## src/hw/sio_pkg.sv

```systemverilog
// What this block does
// - data-set-change bit 7 sets on modem change per terminal ready; status read clears
// - bits 6 and 5 show inverted data set ready and carrier detect inputs
// - async mode bit 4 flags framing error, cleared by good stop bit
// - sync mode bit 4 flags sync match; delayed when stripping; receiver off clears
// - delimiter stripping disables parity; bit 3 flags previous char was delimiter
// - otherwise bit 3 flags parity error when parity enabled; receiver off clears
// - bit 2 flags overrun on unread holding register; clears next transfer
// - bit 1 data ready sets on holding load, clears on read or disable
// - bit 0 holding empty sets on transfer, clears on write or disable
// - on chip select fall, bits 7-3 match identity selects device, reply low
// - read select: 000 control one, 010 control two, 100 status, 110 receive
// - read strobe low drives register; chip select and read strobe high deselect; receive read clears ready
// - write select: 000 control one, 010 control two, 100 sync pair, 110 transmit
// - write strobe low latches bus data; transmit write clears holding empty
// - writes to 100 load sync then delimiter; any write or read of another register resets pointer, status reads keep it
// - interrupts on receive, holding empty, modem changes, ring per terminal ready
// - any interrupt condition drives irq low and survives a same-cycle acknowledge
// - acknowledge passes down chain unless interrupting; winner drives reply low
// - winner puts identity on bits 7-3, bit 2 one unless holding empty cause
// - pending interrupt clears only on chip select with chain acknowledge
// - bus drivers release when read strobe returns high
// - terminal ready enables carrier and data set ready interrupts, else ring only
// - clearing receiver enable clears all receiver status flags
package sio_pkg;
  localparam int unsigned DATA_W = 8;
  localparam int unsigned ID_W   = 5;
  localparam int unsigned FIFO_D = 8;
  // register select, address bits 2-0
  localparam logic [2:0] SEL_CTL_ONE  = 3'h0;
  localparam logic [2:0] SEL_CTL_TWO  = 3'h2;
  localparam logic [2:0] SEL_STATUS   = 3'h4;
  localparam logic [2:0] SEL_RX_HOLD  = 3'h6;
  // address field positions
  localparam int unsigned ADDR_ID_LSB = 3;
  // control one bits
  localparam int unsigned C1_TERM_RDY = 0;
  localparam int unsigned C1_TX_EN    = 1;
  localparam int unsigned C1_RX_EN    = 2;
  localparam int unsigned C1_PAR_EN   = 3;
  localparam int unsigned C1_DLE_STRIP = 4;
  // control two bits
  localparam int unsigned C2_SYNC_STRIP = 3;
  localparam int unsigned C2_SYNC_MODE  = 5;
  // reset values
  localparam logic [7:0] CTL_ONE_RST = 8'h00;
  localparam logic [7:0] CTL_TWO_RST = 8'h00;
  localparam logic [7:0] BYTE_RST    = 8'h00;
  // arbitrary neutral identity default
  localparam logic [4:0] ID_DEFAULT  = 5'h01;
endpackage

```

## src/hw/sio_status_bus.sv

```systemverilog
`timescale 1ns/1ns
// ----------------------------------------
// transmit fifo
// ----------------------------------------
module tx_fifo #(
  parameter int unsigned WIDTH = 8,
  parameter int unsigned DEPTH = 8
) (
  input  wire logic             clock,
  input  wire logic             resetn,
  input  wire logic             in_valid,
  output logic                  in_ready,
  input  wire logic [WIDTH-1:0] in_data,
  output logic                  out_valid,
  input  wire logic             out_ready,
  output logic      [WIDTH-1:0] out_data
);
  localparam int unsigned AW = (DEPTH > 1) ? $clog2(DEPTH) : 1;
  localparam logic [AW:0] FULL_CNT = (AW+1)'(DEPTH);
  localparam logic [AW-1:0] LAST = AW'(DEPTH - 1);

  logic [WIDTH-1:0] mem_ff [DEPTH];
  logic [AW-1:0]    wr_ff, rd_ff, nxt_wr, nxt_rd;
  logic [AW:0]      cnt_ff, nxt_cnt;
  logic             push, pop;

  assign in_ready  = (cnt_ff != FULL_CNT);
  assign out_valid = (cnt_ff != '0);
  assign out_data  = mem_ff[rd_ff];
  assign push      = in_valid & in_ready;
  assign pop       = out_valid & out_ready;

  always_comb begin
    nxt_wr  = wr_ff;
    nxt_rd  = rd_ff;
    nxt_cnt = cnt_ff;
    if (push) begin
      nxt_wr = (wr_ff == LAST) ? '0 : wr_ff + 1'b1;
    end
    if (pop) begin
      nxt_rd = (rd_ff == LAST) ? '0 : rd_ff + 1'b1;
    end
    if (push & ~pop) begin
      nxt_cnt = cnt_ff + 1'b1;
    end else if (pop & ~push) begin
      nxt_cnt = cnt_ff - 1'b1;
    end
  end

  always_ff @(posedge clock) begin
    if (!resetn) begin
      wr_ff  <= '0;
      rd_ff  <= '0;
      cnt_ff <= '0;
    end else begin
      wr_ff  <= nxt_wr;
      rd_ff  <= nxt_rd;
      cnt_ff <= nxt_cnt;
    end
  end

  // storage needs no reset; words are only read once counted in
  always_ff @(posedge clock) begin
    if (push) begin
      mem_ff[wr_ff] <= in_data;
    end
  end
endmodule

// ----------------------------------------
// status, host bus and interrupt chain
// ----------------------------------------
module sio_status_bus
  import sio_pkg::*;
#(
  parameter int unsigned FIFO_DEPTH = sio_pkg::FIFO_D
) (
  input  wire logic                       clock,
  input  wire logic                       resetn,
  input  wire logic [sio_pkg::ID_W-1:0]   id_code,
  input  wire logic [sio_pkg::DATA_W-1:0] shared_bus_lines_i,
  output logic      [sio_pkg::DATA_W-1:0] shared_bus_lines_o,
  output logic                            shared_bus_lines_oe,
  input  wire logic                       chip_select_n,
  input  wire logic                       read_strobe_n,
  input  wire logic                       write_strobe_n,
  output logic                            bus_reply_n_o,
  output logic                            bus_reply_n_oe,
  input  wire logic                       ack_chain_in_n,
  output logic                            ack_chain_out_n,
  output logic                            irq_out_n,
  input  wire logic                       data_set_ready_n,
  input  wire logic                       carrier_detect_n,
  input  wire logic                       ring_n,
  input  wire logic                       clear_to_send_n,
  output logic                            term_ready_n,
  input  wire logic                       rx_char_valid,
  input  wire logic [sio_pkg::DATA_W-1:0] rx_char_data,
  input  wire logic                       rx_frame_err,
  input  wire logic                       rx_parity_err,
  output logic                            tx_char_valid,
  input  wire logic                       tx_char_ready,
  output logic      [sio_pkg::DATA_W-1:0] tx_char_data
);
  import sio_pkg::*;

  // ----------------------------------------
  // state
  // ----------------------------------------
  logic [7:0] ctl1_ff, ctl2_ff, sync_ff, dle_ff, rhr_ff, thr_ff, bus_ff;
  logic [7:0] nxt_ctl1, nxt_ctl2, nxt_sync, nxt_dle, nxt_rhr, nxt_thr, nxt_bus;
  logic [2:0] reg_sel_ff, nxt_reg_sel;
  logic cs_q_ff, re_q_ff, we_q_ff;
  logic sel_ff, nxt_sel, resp_ff, nxt_resp, pass_ff, nxt_pass;
  logic ptr_dle_ff, nxt_ptr_dle;
  logic dsc_ff, nxt_dsc, fe_ff, nxt_fe, pe_ff, nxt_pe, or_ff, nxt_or;
  logic dr_ff, nxt_dr, tx_hold_empty_ff, nxt_tx_hold_empty, thr_full_ff, nxt_thr_full;
  logic prev_sync_ff, nxt_prev_sync, prev_dle_ff, nxt_prev_dle;
  logic dsr_q_ff, cd_q_ff, ring_q_ff;
  logic pend_ff, nxt_pend, cause_ff, nxt_cause;

  logic cs_fall, re_fall, we_fall, access_end, ack_end;
  logic rx_en, tx_en, sync_mode, dle_strip, sync_strip;
  logic match_sync, match_dle, rx_take, rx_xfer;
  logic modem_evt, tx_hold_empty_evt, rx_evt, st_read, rhr_read;
  logic tx_push, tx_room;
  logic [7:0] status_word;

  assign cs_fall    = cs_q_ff & ~chip_select_n;
  assign re_fall    = re_q_ff & ~read_strobe_n;
  assign we_fall    = we_q_ff & ~write_strobe_n;
  assign access_end = chip_select_n & read_strobe_n;
  assign ack_end    = chip_select_n & read_strobe_n & ack_chain_in_n;

  assign rx_en      = ctl1_ff[C1_RX_EN];
  assign tx_en      = ctl1_ff[C1_TX_EN] & ~clear_to_send_n;
  assign sync_mode  = ctl2_ff[C2_SYNC_MODE];
  assign dle_strip  = sync_mode & ctl1_ff[C1_DLE_STRIP];
  assign sync_strip = sync_mode & ctl2_ff[C2_SYNC_STRIP];
  assign match_sync = (rx_char_data == sync_ff);
  assign match_dle  = (rx_char_data == dle_ff);
  assign rx_take    = rx_char_valid & rx_en;
  // stripped characters never reach the holding register
  assign rx_xfer    = rx_take & ~(dle_strip & match_dle) & ~(sync_strip & match_sync);

  assign st_read    = re_fall & sel_ff & (reg_sel_ff == SEL_STATUS);
  assign rhr_read   = re_fall & sel_ff & (reg_sel_ff == SEL_RX_HOLD);

  // ----------------------------------------
  // outputs
  // ----------------------------------------
  assign status_word = {dsc_ff, ~data_set_ready_n, ~carrier_detect_n,
                        fe_ff, pe_ff, or_ff, dr_ff, tx_hold_empty_ff};
  assign shared_bus_lines_o  = bus_ff;
  assign shared_bus_lines_oe = (sel_ff | resp_ff) & ~read_strobe_n;
  assign bus_reply_n_o       = 1'b0;
  assign bus_reply_n_oe      = sel_ff | resp_ff;
  assign ack_chain_out_n     = ~pass_ff;
  assign irq_out_n           = ~pend_ff;
  assign term_ready_n        = ~ctl1_ff[C1_TERM_RDY];

  // transfer holding register into the fifo; full fifo holds it back
  assign tx_push = thr_full_ff & tx_en;

  tx_fifo #(
    .WIDTH (DATA_W),
    .DEPTH (FIFO_DEPTH)
  ) u_tx_fifo (
    .clock     (clock),
    .resetn    (resetn),
    .in_valid  (tx_push),
    .in_ready  (tx_room),
    .in_data   (thr_ff),
    .out_valid (tx_char_valid),
    .out_ready (tx_char_ready),
    .out_data  (tx_char_data)
  );

  // ----------------------------------------
  // interrupt events
  // ----------------------------------------
  always_comb begin
    modem_evt = 1'b0;
    if (ctl1_ff[C1_TERM_RDY]) begin
      modem_evt = (dsr_q_ff != data_set_ready_n) | (cd_q_ff != carrier_detect_n);
    end else begin
      modem_evt = ring_q_ff & ~ring_n;
    end
  end
  assign rx_evt   = rx_xfer;
  assign tx_hold_empty_evt = nxt_tx_hold_empty & ~tx_hold_empty_ff;

  // ----------------------------------------
  // next state
  // ----------------------------------------
  always_comb begin
    nxt_ctl1      = ctl1_ff;
    nxt_ctl2      = ctl2_ff;
    nxt_sync      = sync_ff;
    nxt_dle       = dle_ff;
    nxt_rhr       = rhr_ff;
    nxt_thr       = thr_ff;
    nxt_reg_sel   = reg_sel_ff;
    nxt_sel       = sel_ff;
    nxt_resp      = resp_ff;
    nxt_pass      = pass_ff;
    nxt_ptr_dle   = ptr_dle_ff;
    nxt_dsc       = dsc_ff;
    nxt_fe        = fe_ff;
    nxt_pe        = pe_ff;
    nxt_or        = or_ff;
    nxt_dr        = dr_ff;
    nxt_thr_full  = thr_full_ff;
    nxt_prev_sync = prev_sync_ff;
    nxt_prev_dle  = prev_dle_ff;
    nxt_pend      = pend_ff;
    nxt_cause     = cause_ff;

    // selection and chain acknowledge
    if (cs_fall) begin
      if (!ack_chain_in_n) begin
        if (pend_ff) begin
          nxt_resp  = 1'b1;
          nxt_pend  = 1'b0;
          nxt_cause = cause_ff;
        end else begin
          nxt_pass = 1'b1;
        end
      end else if (shared_bus_lines_i[7:ADDR_ID_LSB] == id_code) begin
        nxt_sel     = 1'b1;
        // bit 0 is held low by the host, so bits 2-1 carry the choice
        nxt_reg_sel = {shared_bus_lines_i[2:1], 1'b0};
      end
    end
    if (sel_ff & access_end) begin
      nxt_sel = 1'b0;
    end
    if ((resp_ff | pass_ff) & ack_end) begin
      nxt_resp = 1'b0;
      nxt_pass = 1'b0;
    end

    // register writes
    if (we_fall & sel_ff) begin
      nxt_ptr_dle = 1'b0;
      unique case (reg_sel_ff)
        SEL_CTL_ONE: nxt_ctl1 = shared_bus_lines_i;
        SEL_CTL_TWO: nxt_ctl2 = shared_bus_lines_i;
        SEL_STATUS: begin
          if (ptr_dle_ff) begin
            nxt_dle = shared_bus_lines_i;
          end else begin
            nxt_sync    = shared_bus_lines_i;
            nxt_ptr_dle = 1'b1;
          end
        end
        default: begin
          nxt_thr      = shared_bus_lines_i;
          nxt_thr_full = 1'b1;
        end
      endcase
    end
    if (re_fall & sel_ff & (reg_sel_ff != SEL_STATUS)) begin
      nxt_ptr_dle = 1'b0;
    end

    // read side effects; a set in the same cycle wins below
    if (st_read) begin
      nxt_dsc = 1'b0;
      if (dle_strip) begin
        nxt_pe = 1'b0;
      end
    end
    if (rhr_read) begin
      nxt_dr = 1'b0;
    end
    if (modem_evt) begin
      nxt_dsc = 1'b1;
    end

    // receive path
    if (rx_take) begin
      nxt_prev_sync = match_sync;
      nxt_prev_dle  = match_dle;
      if (!sync_mode) begin
        nxt_fe = rx_frame_err;
      end else if (sync_strip) begin
        nxt_fe = prev_sync_ff;
      end else begin
        nxt_fe = match_sync;
      end
      if (dle_strip) begin
        nxt_pe = prev_dle_ff;
      end else begin
        nxt_pe = ctl1_ff[C1_PAR_EN] & rx_parity_err;
      end
    end
    if (rx_xfer) begin
      nxt_rhr = rx_char_data;
      nxt_or  = dr_ff & ~rhr_read;
      nxt_dr  = 1'b1;
    end
    if (!rx_en) begin
      nxt_fe = 1'b0;
      nxt_pe = 1'b0;
      nxt_or = 1'b0;
      nxt_dr = 1'b0;
    end

    // transmit holding; a same-cycle write refills it
    if (tx_push & tx_room & ~(we_fall & sel_ff & (reg_sel_ff == SEL_RX_HOLD))) begin
      nxt_thr_full = 1'b0;
    end

    // pending interrupt; new events win over the acknowledge clear
    if (rx_evt | modem_evt | tx_hold_empty_evt) begin
      nxt_pend = 1'b1;
    end
    if (rx_evt | modem_evt) begin
      nxt_cause = 1'b1;
    end else if (cs_fall & ~ack_chain_in_n & pend_ff) begin
      nxt_cause = 1'b0;
    end
  end

  // holding empty follows the holding register while enabled
  assign nxt_tx_hold_empty = tx_en & ~nxt_thr_full;

  // read data; identity answer during acknowledge
  always_comb begin
    nxt_bus = bus_ff;
    if (nxt_resp & ~resp_ff) begin
      // cause as it stood before the acknowledge clears it
      nxt_bus = {id_code, cause_ff, 2'b00};
    end else if (nxt_sel) begin
      unique case (nxt_reg_sel)
        SEL_CTL_ONE: nxt_bus = ctl1_ff;
        SEL_CTL_TWO: nxt_bus = ctl2_ff;
        SEL_STATUS:  nxt_bus = status_word;
        default:     nxt_bus = rhr_ff;
      endcase
    end
  end

  // ----------------------------------------
  // registers
  // ----------------------------------------
  always_ff @(posedge clock) begin
    if (!resetn) begin
      ctl1_ff      <= CTL_ONE_RST;
      ctl2_ff      <= CTL_TWO_RST;
      sync_ff      <= BYTE_RST;
      dle_ff       <= BYTE_RST;
      rhr_ff       <= BYTE_RST;
      thr_ff       <= BYTE_RST;
      bus_ff       <= BYTE_RST;
      reg_sel_ff   <= 3'h0;
      cs_q_ff      <= 1'b1;
      re_q_ff      <= 1'b1;
      we_q_ff      <= 1'b1;
      sel_ff       <= 1'b0;
      resp_ff      <= 1'b0;
      pass_ff      <= 1'b0;
      ptr_dle_ff   <= 1'b0;
      dsc_ff       <= 1'b0;
      fe_ff        <= 1'b0;
      pe_ff        <= 1'b0;
      or_ff        <= 1'b0;
      dr_ff        <= 1'b0;
      tx_hold_empty_ff      <= 1'b0;
      thr_full_ff  <= 1'b0;
      prev_sync_ff <= 1'b0;
      prev_dle_ff  <= 1'b0;
      dsr_q_ff     <= 1'b1;
      cd_q_ff      <= 1'b1;
      ring_q_ff    <= 1'b1;
      pend_ff      <= 1'b0;
      cause_ff     <= 1'b0;
    end else begin
      ctl1_ff      <= nxt_ctl1;
      ctl2_ff      <= nxt_ctl2;
      sync_ff      <= nxt_sync;
      dle_ff       <= nxt_dle;
      rhr_ff       <= nxt_rhr;
      thr_ff       <= nxt_thr;
      bus_ff       <= nxt_bus;
      reg_sel_ff   <= nxt_reg_sel;
      cs_q_ff      <= chip_select_n;
      re_q_ff      <= read_strobe_n;
      we_q_ff      <= write_strobe_n;
      sel_ff       <= nxt_sel;
      resp_ff      <= nxt_resp;
      pass_ff      <= nxt_pass;
      ptr_dle_ff   <= nxt_ptr_dle;
      dsc_ff       <= nxt_dsc;
      fe_ff        <= nxt_fe;
      pe_ff        <= nxt_pe;
      or_ff        <= nxt_or;
      dr_ff        <= nxt_dr;
      tx_hold_empty_ff      <= nxt_tx_hold_empty;
      thr_full_ff  <= nxt_thr_full;
      prev_sync_ff <= nxt_prev_sync;
      prev_dle_ff  <= nxt_prev_dle;
      dsr_q_ff     <= data_set_ready_n;
      cd_q_ff      <= carrier_detect_n;
      ring_q_ff    <= ring_n;
      pend_ff      <= nxt_pend;
      cause_ff     <= nxt_cause;
    end
  end
endmodule

```

## config.mk

```make
export PLATFORM = sky130hd
export DESIGN_NAME = sio_status_bus
export DESIGN_NICKNAME = d
export VERILOG_FILES = /design/src/hw/sio_pkg.sv /design/src/hw/sio_status_bus.sv
export SDC_FILE = /design/constraint.sdc
export NUM_CORES = 1
export LEC_CHECK = 0
export BUFFER_PORTS_ARGS = -buffer_cell sky130_fd_sc_hd__buf_4
export CAP_MARGIN = 20
export CORE_ASPECT_RATIO = 1.75
export CORE_UTILIZATION = 57
export DETAILED_ROUTE_END_ITERATION = 10
export GPL_ROUTABILITY_DRIVEN = 1
export PLACE_DENSITY = 0.77
export SETUP_SLACK_MARGIN = 0.1
export SKIP_LAST_GASP = 1
export SLEW_MARGIN = 20
export SYNTH_ARGS = -nofsm -noshare
export SYNTH_HDL_FRONTEND = slang
export SYNTH_SLANG_ARGS = --single-unit
```

## constraint.sdc

```tcl
create_clock -name clock -period 3.21 [get_ports clock]
set_clock_uncertainty 0.2 [all_clocks]
set_input_delay 0.642 -clock clock [delete_from_list [all_inputs] [get_ports clock]]
set_output_delay 0.642 -clock clock [all_outputs]
set_load 0.005 [all_outputs]
```

# After elaboration in Yosys (flattened, before gate mapping)
# Memories as Yosys holds them, arrays and structs flattened. A register that Yosys moved wholly into a read port is not among the register bits.
# Index checks and enable logic that the tools add are counted.
totals:
  reg_bits: 90
  mem_bits_rw: 64
  in_bits: 35
  elab_cells: 184
  n_memories: 1
op_classes:
  addsub: 4
  eq_ne: 15
  n_mux: 43
  n_bitwise: 64
  reduce_logical: 24
mem_list:
  columns: ["name", "depth", "word_bits", "read_ports", "rd_clocked_by_memory_dff", "write_ports", "line", "text"]
  rows:
  - ["u_tx_fifo.mem_ff", 8, 8, 1, 1, 1, "sio_status_bus.sv:22", "logic [WIDTH-1:0] mem_ff [DEPTH];"]
op_table:
  columns: ["op", "count"]
  rows:
  - ["bitwise AND 1 bit", 36]
  - ["2-to-1 mux 1 bit", 31]
  - ["one-hot mux 8 bit (3 select lines)", 1]
  - ["inverter 1 bit", 23]
  - ["2-to-1 mux 3 bit", 7]
  - ["== test 8 bit", 2]
  - ["2-to-1 mux 8 bit", 2]
  - ["nonzero test 2 bit", 8]
  - ["== test 3 bit, second input constant", 5]
  - ["AND reduction 2 bit", 6]
  - ["AND reduction 3 bit", 3]
  - ["2-to-1 mux 4 bit", 2]
  - ["adder 3 x 1 -> 3 bit, second input constant", 2]
  - ["== test 3 x 2 -> 1 bit, second input constant", 2]
  - ["zero test 3 bit", 2]
  - ["OR reduction 2 bit", 3]
  - ["== test 5 bit", 1]
  - ["bitwise OR 1 bit", 5]
  - ["adder 4 x 1 -> 4 bit, second input constant", 1]
  - ["inequality test 4 bit, second input constant", 1]
  - ["nonzero test 4 bit", 1]
  - ["subtractor 4 x 1 -> 4 bit, second input constant", 1]
  - ["inequality test 3 bit, second input constant", 1]
  - ["OR reduction 3 bit", 1]
  - ["other kinds (2)", 3]

# Depth between registers and ports, before layout
depth:
  depth_word: 13
  depth_mapped: 12

# By module
# From an unflattened synthesis, not the netlist that was laid out.
unflattened:
  hier_cells: 612
  hier_area_um2: 6900.4
by_module_without_submodules:
  columns: ["module", "instances", "cells_each", "area_per_inst_um2", "seq_area_each_um2"]
  rows:
  - ["sio_status_bus", 1, 444, 3744.8, 1601.5]
  - ["tx_fifo", 1, 168, 3155.5, 2182.1]

# Worst setup path after synthesis
# OpenSTA, ideal clock, no wires.
synth_path:
  path_type: "input-to-reg"
  start: "input clear_to_send_n"
  end: "register u_tx_fifo.cnt_ff[3]"
  arrival_ns: 2.571
  required_ns: 2.940
  slack_ns: 0.369
  path_stages: 12
  path_buffers: 0
  path_cell_list: "nand2b_1 > a21oi_1 > nand2_1 > inv_1 > ha_1 > inv_1 > ha_1 > a21o_1 > a21oi_1 > xnor2_1 > or3_1 > a21oi_1"
synth_between:
  elab_chain_len: 7
  elab_cells_between_ends: 9
synth_rtl:
  columns: ["element", "line", "text"]
  rows:
  - ["from (decl)", "sio_status_bus.sv:95", "input wire logic clear_to_send_n,"]
  - ["inverter 1 bit (*)", "sio_status_bus.sv:136", "assign tx_en = ctl1_ff[C1_TX_EN] & ~clear_to_send_n;"]
  - ["bitwise AND 1 bit (*)", "sio_status_bus.sv:136", null]
  - ["bitwise AND 1 bit (*)", "sio_status_bus.sv:163", "assign tx_push = thr_full_ff & tx_en;"]
  - ["bitwise AND 1 bit (*)", "sio_status_bus.sv:30", "assign push = in_valid & in_ready;"]
  - ["net u_tx_fifo.push", "sio_status_bus.sv:25", "logic push, pop;"]
  - ["inverter 1 bit", "sio_status_bus.sv:45", "end else if (pop & ~push) begin"]
  - ["bitwise AND 1 bit", "sio_status_bus.sv:45", null]
  - ["nonzero test 2 bit (no source line)", null, null]
  - ["to (signal assigned)", "sio_status_bus.sv:58", "cnt_ff <= nxt_cnt;"]
  - ["to (decl)", "sio_status_bus.sv:24", "logic [AW:0] cnt_ff, nxt_cnt;"]
# The timed path passes the listed nets; every way through them passes the cells marked *.
# A chain may end at the register's enable or synchronous reset.

==> results by stage <==
Final layout:
- 0 antenna diodes ended up in the layout.
- Across the whole layout, storage elements account for 3780 um^2.
- In the final layout, the multi-input gates occupy 2890 um^2.
- The proportion of layout cells with a drive suffix above 1 is 20.0%.
- The number of fillers in the final layout is 889.
- The area added between synthesis and finish is 17.3%.
- The final net count is 739.

Clock tree:
- For the worst-skew pair, the clock arrives at the later sink with an insertion delay of 0.42 ns.
- The total number of H-tree levels is 4.
- The number of clock buffers inserted by TritonCTS is 17.
- After clock tree synthesis, the clock-pin slew on the worst setup and hold paths is 0.06 ns.
- The number of clock sinks is 157.
- Post-CTS timing repair inserted 0 buffers for setup.
- The maximum buffer depth of the clock tree is 2.
- TritonCTS built the clock tree.
- The count of instances resized after the clock tree is built is 0.
- In this run the clock root is driven by a sky130_fd_sc_hd__clkbuf_16.
- In this run, post-CTS hold repair placed 0 buffers.

Die:
- The die outline height is 147 um.
- 58 I/O pins were placed.
- The total number of placement rows is 52.
- After floorplanning, the core was sized to cover 11,600 um^2.
- Measured along the x axis, the die boundary spans 84.9 um.
- The initial cell density of the core is 58.9%.
- The area of the die is 12,500 um^2.

Routing:
- In the routed design, unresolved DRC markers number 0.
- The violation count after the first detailed-route iteration is 269.
- The total routed wirelength is 16,100 um.
- Using the TritonRoute via totals, the vias-per-cell ratio works out to 6.08.
- The first-pass detailed-route iteration total is 7.
- The routed layout has 5,133 vias.
- The per-cell routed wire length is 19.1 um.
- In this run the remaining antenna-violating nets after routing total 0.

Yosys:
- The number of nets handed over by synthesis was 676.
- The fraction of the yosys area taken by sequential cells is 55.2%.
- The share of synthesized area in the top cell type comes to 28.0%.
- By area, the combinational part of the netlist is dominated by simple AND/OR/NAND/NOR gates.
- In this run the cell area of the synthesized design comes to 6860 um^2.
- The synthesized netlist devotes 15.3% of its cell area to simple gates.
- For this run, the number of Yosys warnings is 0.
- The register bit total from synthesis is 157.
- Averaged over all synthesized cells, the footprint is 10.8 um^2.
- The cell accounting for the most synthesized area is sky130_fd_sc_hd__edfxtp_1.
- In the synthesized netlist, the number of instances is 633.
- The synthesized design contains 64 enable-type register cells.
- In the synthesized netlist the async set-or-reset flop fraction comes to 0%.
- Summing the areas of all compound-gate instances in the mapped netlist gives 11.1% of the synthesized area.
- The adder-cell share of the synthesized area is 1.57%.
- After synthesis, the cell types taking the most area are sky130_fd_sc_hd__edfxtp_1, sky130_fd_sc_hd__dfxtp_1, sky130_fd_sc_hd__mux4_2, sky130_fd_sc_hd__a21oi_1, sky130_fd_sc_hd__nand2_1.
- The post-synthesis xor/xnor area fraction is 3.32%.
- The synthesized netlist contains 53 unique library cells.
- The mux cell area share after synthesis is 10.7%.
- The most instantiated flip-flop cell in the synthesis netlist is sky130_fd_sc_hd__dfxtp_1.

STA:
- Derived from the worst setup path, the maximum achievable clock frequency is 350 MHz.
- The slew at the pin with the worst max-slew slack is 0.702 ns.
- The post-route setup TNS is 0 ns.
- Setup repair after global routing left no endpoint under its margin.
- The max-slew violation count came to 0.
- The final critical path takes up 89.1% of the cycle.
- The tightest hold margin is 0.211 ns.
- The worst slew margin relative to its limit is 53.2%.
- The number of endpoints with negative hold slack in the final report is 0.
- The time the worst path needs with I/O delays and setup is 2.86 ns.
- Setup violations remaining at the end of the flow were counted as 0.

Global routing:
- After global routing the overflow that remains totals 0.
- The wire length of the first global-routing pass is 25,900 um.
- In the global route stage, overall resource usage came out at 27.1%.
- The via count of the first global-routing pass was 5,244.
- The largest net degree at the start of global routing is 67.
- The number of antenna violations at the first check in global routing is 0.

Worst setup path:
- The nature of the critical path endpoint is an output pin.
- The setup path with the least slack is of type flop to output pin.
- The worst setup path is launched from a flop.
- Of all nets on the critical path, the largest fanout is 16.
- Data on the critical path is required at its endpoint by 2.37 ns.
- For flop-to-flop paths, the worst setup slack is 0.44 ns.
- For the worst setup path, the data arrival time is 2.02 ns.

Placement:
- The weighted congestion reported at the end of routability-driven placement is 0.866.
- The wire-length estimate of the detail-placed layout is 11,400 um.
- The number of buffer cells added on primary ports is 56.

Power and ir drop:
- The leakage dissipation is 2.72 nW.
- The maximum vdd ir drop is 0.418 mV.
- The combinational cell fraction of total power is 12.1%.
- The switching part of the total power is 24.6%.
- The internal power of the cells totals 3.55 mW.
- The portion of total power attributed to sequential cells is 45.7%.
- The power per cell area is 586 nW/um^2.
- The analysis attributes to net switching a power of 1.16 mW.
- Per report_power, the clock group accounts for 42.1% of the total.

Min path:
- The path type of the worst min-delay path is input port to flop.

Run:
- The count of max-cap constraint violations is 0.

Status:
- The run finished with clean final reports.
==> routing by layer <==
layer	track usage (%)	vias up	wire, um
li1	-	2435	-
met1	27.9	2451	5830
met2	49.8	194	8790
met3	4.61	53	742
met4	17.6	0	765
met5	0	-	0
==> worst max-delay path: stages, from the launching register on <==
cell	delay, ns
sky130_fd_sc_hd__dfxtp_1	0.31
sky130_fd_sc_hd__buf_4	0.31
sky130_fd_sc_hd__mux4_2	0.56
sky130_fd_sc_hd__mux2_2	0.29
sky130_fd_sc_hd__buf_4	0.14
==> cell usage in the layout, fill, tap and decap left out, types with 4 or more instances in the layout <==
cell type and count:
sky130_fd_sc_hd__buf_4 76, sky130_fd_sc_hd__nor3b_1 5, sky130_fd_sc_hd__mux2_2 12, sky130_fd_sc_hd__nand3_1 21, sky130_fd_sc_hd__nand2_1 72, sky130_fd_sc_hd__a21oi_1 63, sky130_fd_sc_hd__nand3b_1 10, sky130_fd_sc_hd__a21o_1 4
sky130_fd_sc_hd__o21ai_1 7, sky130_fd_sc_hd__nor4_1 6, sky130_fd_sc_hd__mux2i_1 24, sky130_fd_sc_hd__xor2_1 13, sky130_fd_sc_hd__nand2b_1 21, sky130_fd_sc_hd__a311oi_1 6, sky130_fd_sc_hd__mux4_2 16, sky130_fd_sc_hd__inv_1 12
sky130_fd_sc_hd__dfxtp_1 93, sky130_fd_sc_hd__ha_1 7, sky130_fd_sc_hd__xnor2_1 13, sky130_fd_sc_hd__o21bai_1 6, sky130_fd_sc_hd__nor2_1 49, sky130_fd_sc_hd__clkbuf_16 17, sky130_fd_sc_hd__a222oi_1 4, sky130_fd_sc_hd__a221oi_1 4
sky130_fd_sc_hd__or2_2 4, sky130_fd_sc_hd__nor3_1 9, sky130_fd_sc_hd__edfxtp_1 64, sky130_fd_sc_hd__o21ai_0 19, sky130_fd_sc_hd__inv_6 5, sky130_fd_sc_hd__a31oi_1 5
==> area by class of cell <==
cell class                 instances  area share [%]
sequential                       157            47.0
clock buffer                      17            5.29
clock inverter                    15            1.99
inverter                          13           0.607
tap                              135            2.10
timing repair buffer              76            7.09
multi-input combinational        431            35.9
==> stage by stage <==
step | utilization (%) | setup WS [ns] | area, um^2 | std cells | total power, mW
after floorplan | - | 0.369 | 6860 | 633 | 2.57
after global placement | 64.1 | 0.291 | 7460 | 812 | 2.74
after detailed placement | 64.1 | 0.216 | 7460 | 812 | 2.77
after CTS | 69.1 | 0.308 | 8050 | 844 | 4.74
after global routing | 69.1 | 0.190 | 8050 | 844 | 4.89
final | 69.1 | 0.349 | 8050 | 844 | 4.71
==> power by group through the flow <==
stage	Combinational [mW]	Sequential, mW	Clock, mW
after floorplan	0.388	2.18	0
after global placement	0.551	2.19	0
after detailed placement	0.574	2.20	0
after CTS	0.577	2.15	2.02
after global routing	0.631	2.16	2.10
final	0.572	2.15	1.99
==> cells in the mapped netlist (16+ instances only) <==
cell and n:
sky130_fd_sc_hd__a21oi_1 63, sky130_fd_sc_hd__clkbuf_1 21, sky130_fd_sc_hd__dfxtp_1 93, sky130_fd_sc_hd__edfxtp_1 64
sky130_fd_sc_hd__mux2i_1 24, sky130_fd_sc_hd__mux4_2 16, sky130_fd_sc_hd__nand2_1 72, sky130_fd_sc_hd__nand2b_1 21
sky130_fd_sc_hd__nand3_1 21, sky130_fd_sc_hd__nor2_1 49, sky130_fd_sc_hd__o21ai_0 19
==> path summary, 6_finish.rpt <==
check	cells past startpoint	to	start
setup / recovery	4	tx_char_data[7]	flop
hold / removal	3	ring_q_ff	ring_n
setup reg to reg	11	u_tx_fifo.cnt_ff[3]	u_tx_fifo.cnt_ff[0]
hold reg to reg	2	dle_ff[4]	dle_ff[4]
==> flip-flops by register name, summed over array words and instances, names as in the netlist, 8 cells and up, named ones only <==
signal	flops
ctl1_ff	8
dle_ff	8
ctl2_ff	8
sync_ff	8
shared_bus_lines_o	8
thr_ff	8
rhr_ff	8
u_tx_fifo.mem_ff	64
==> cells by family after synthesis <==
kind of cell | after synthesis
AND/OR/NAND/NOR | 216
flip-flops | 157
AO/OA/AOI/OAI | 128
multiplexers | 52
buffers and inverters | 45
XOR/XNOR | 26
adder cells (fa/ha/maj) | 8
other | 1
No activity file was read; power rests on OpenSTA's default activity.
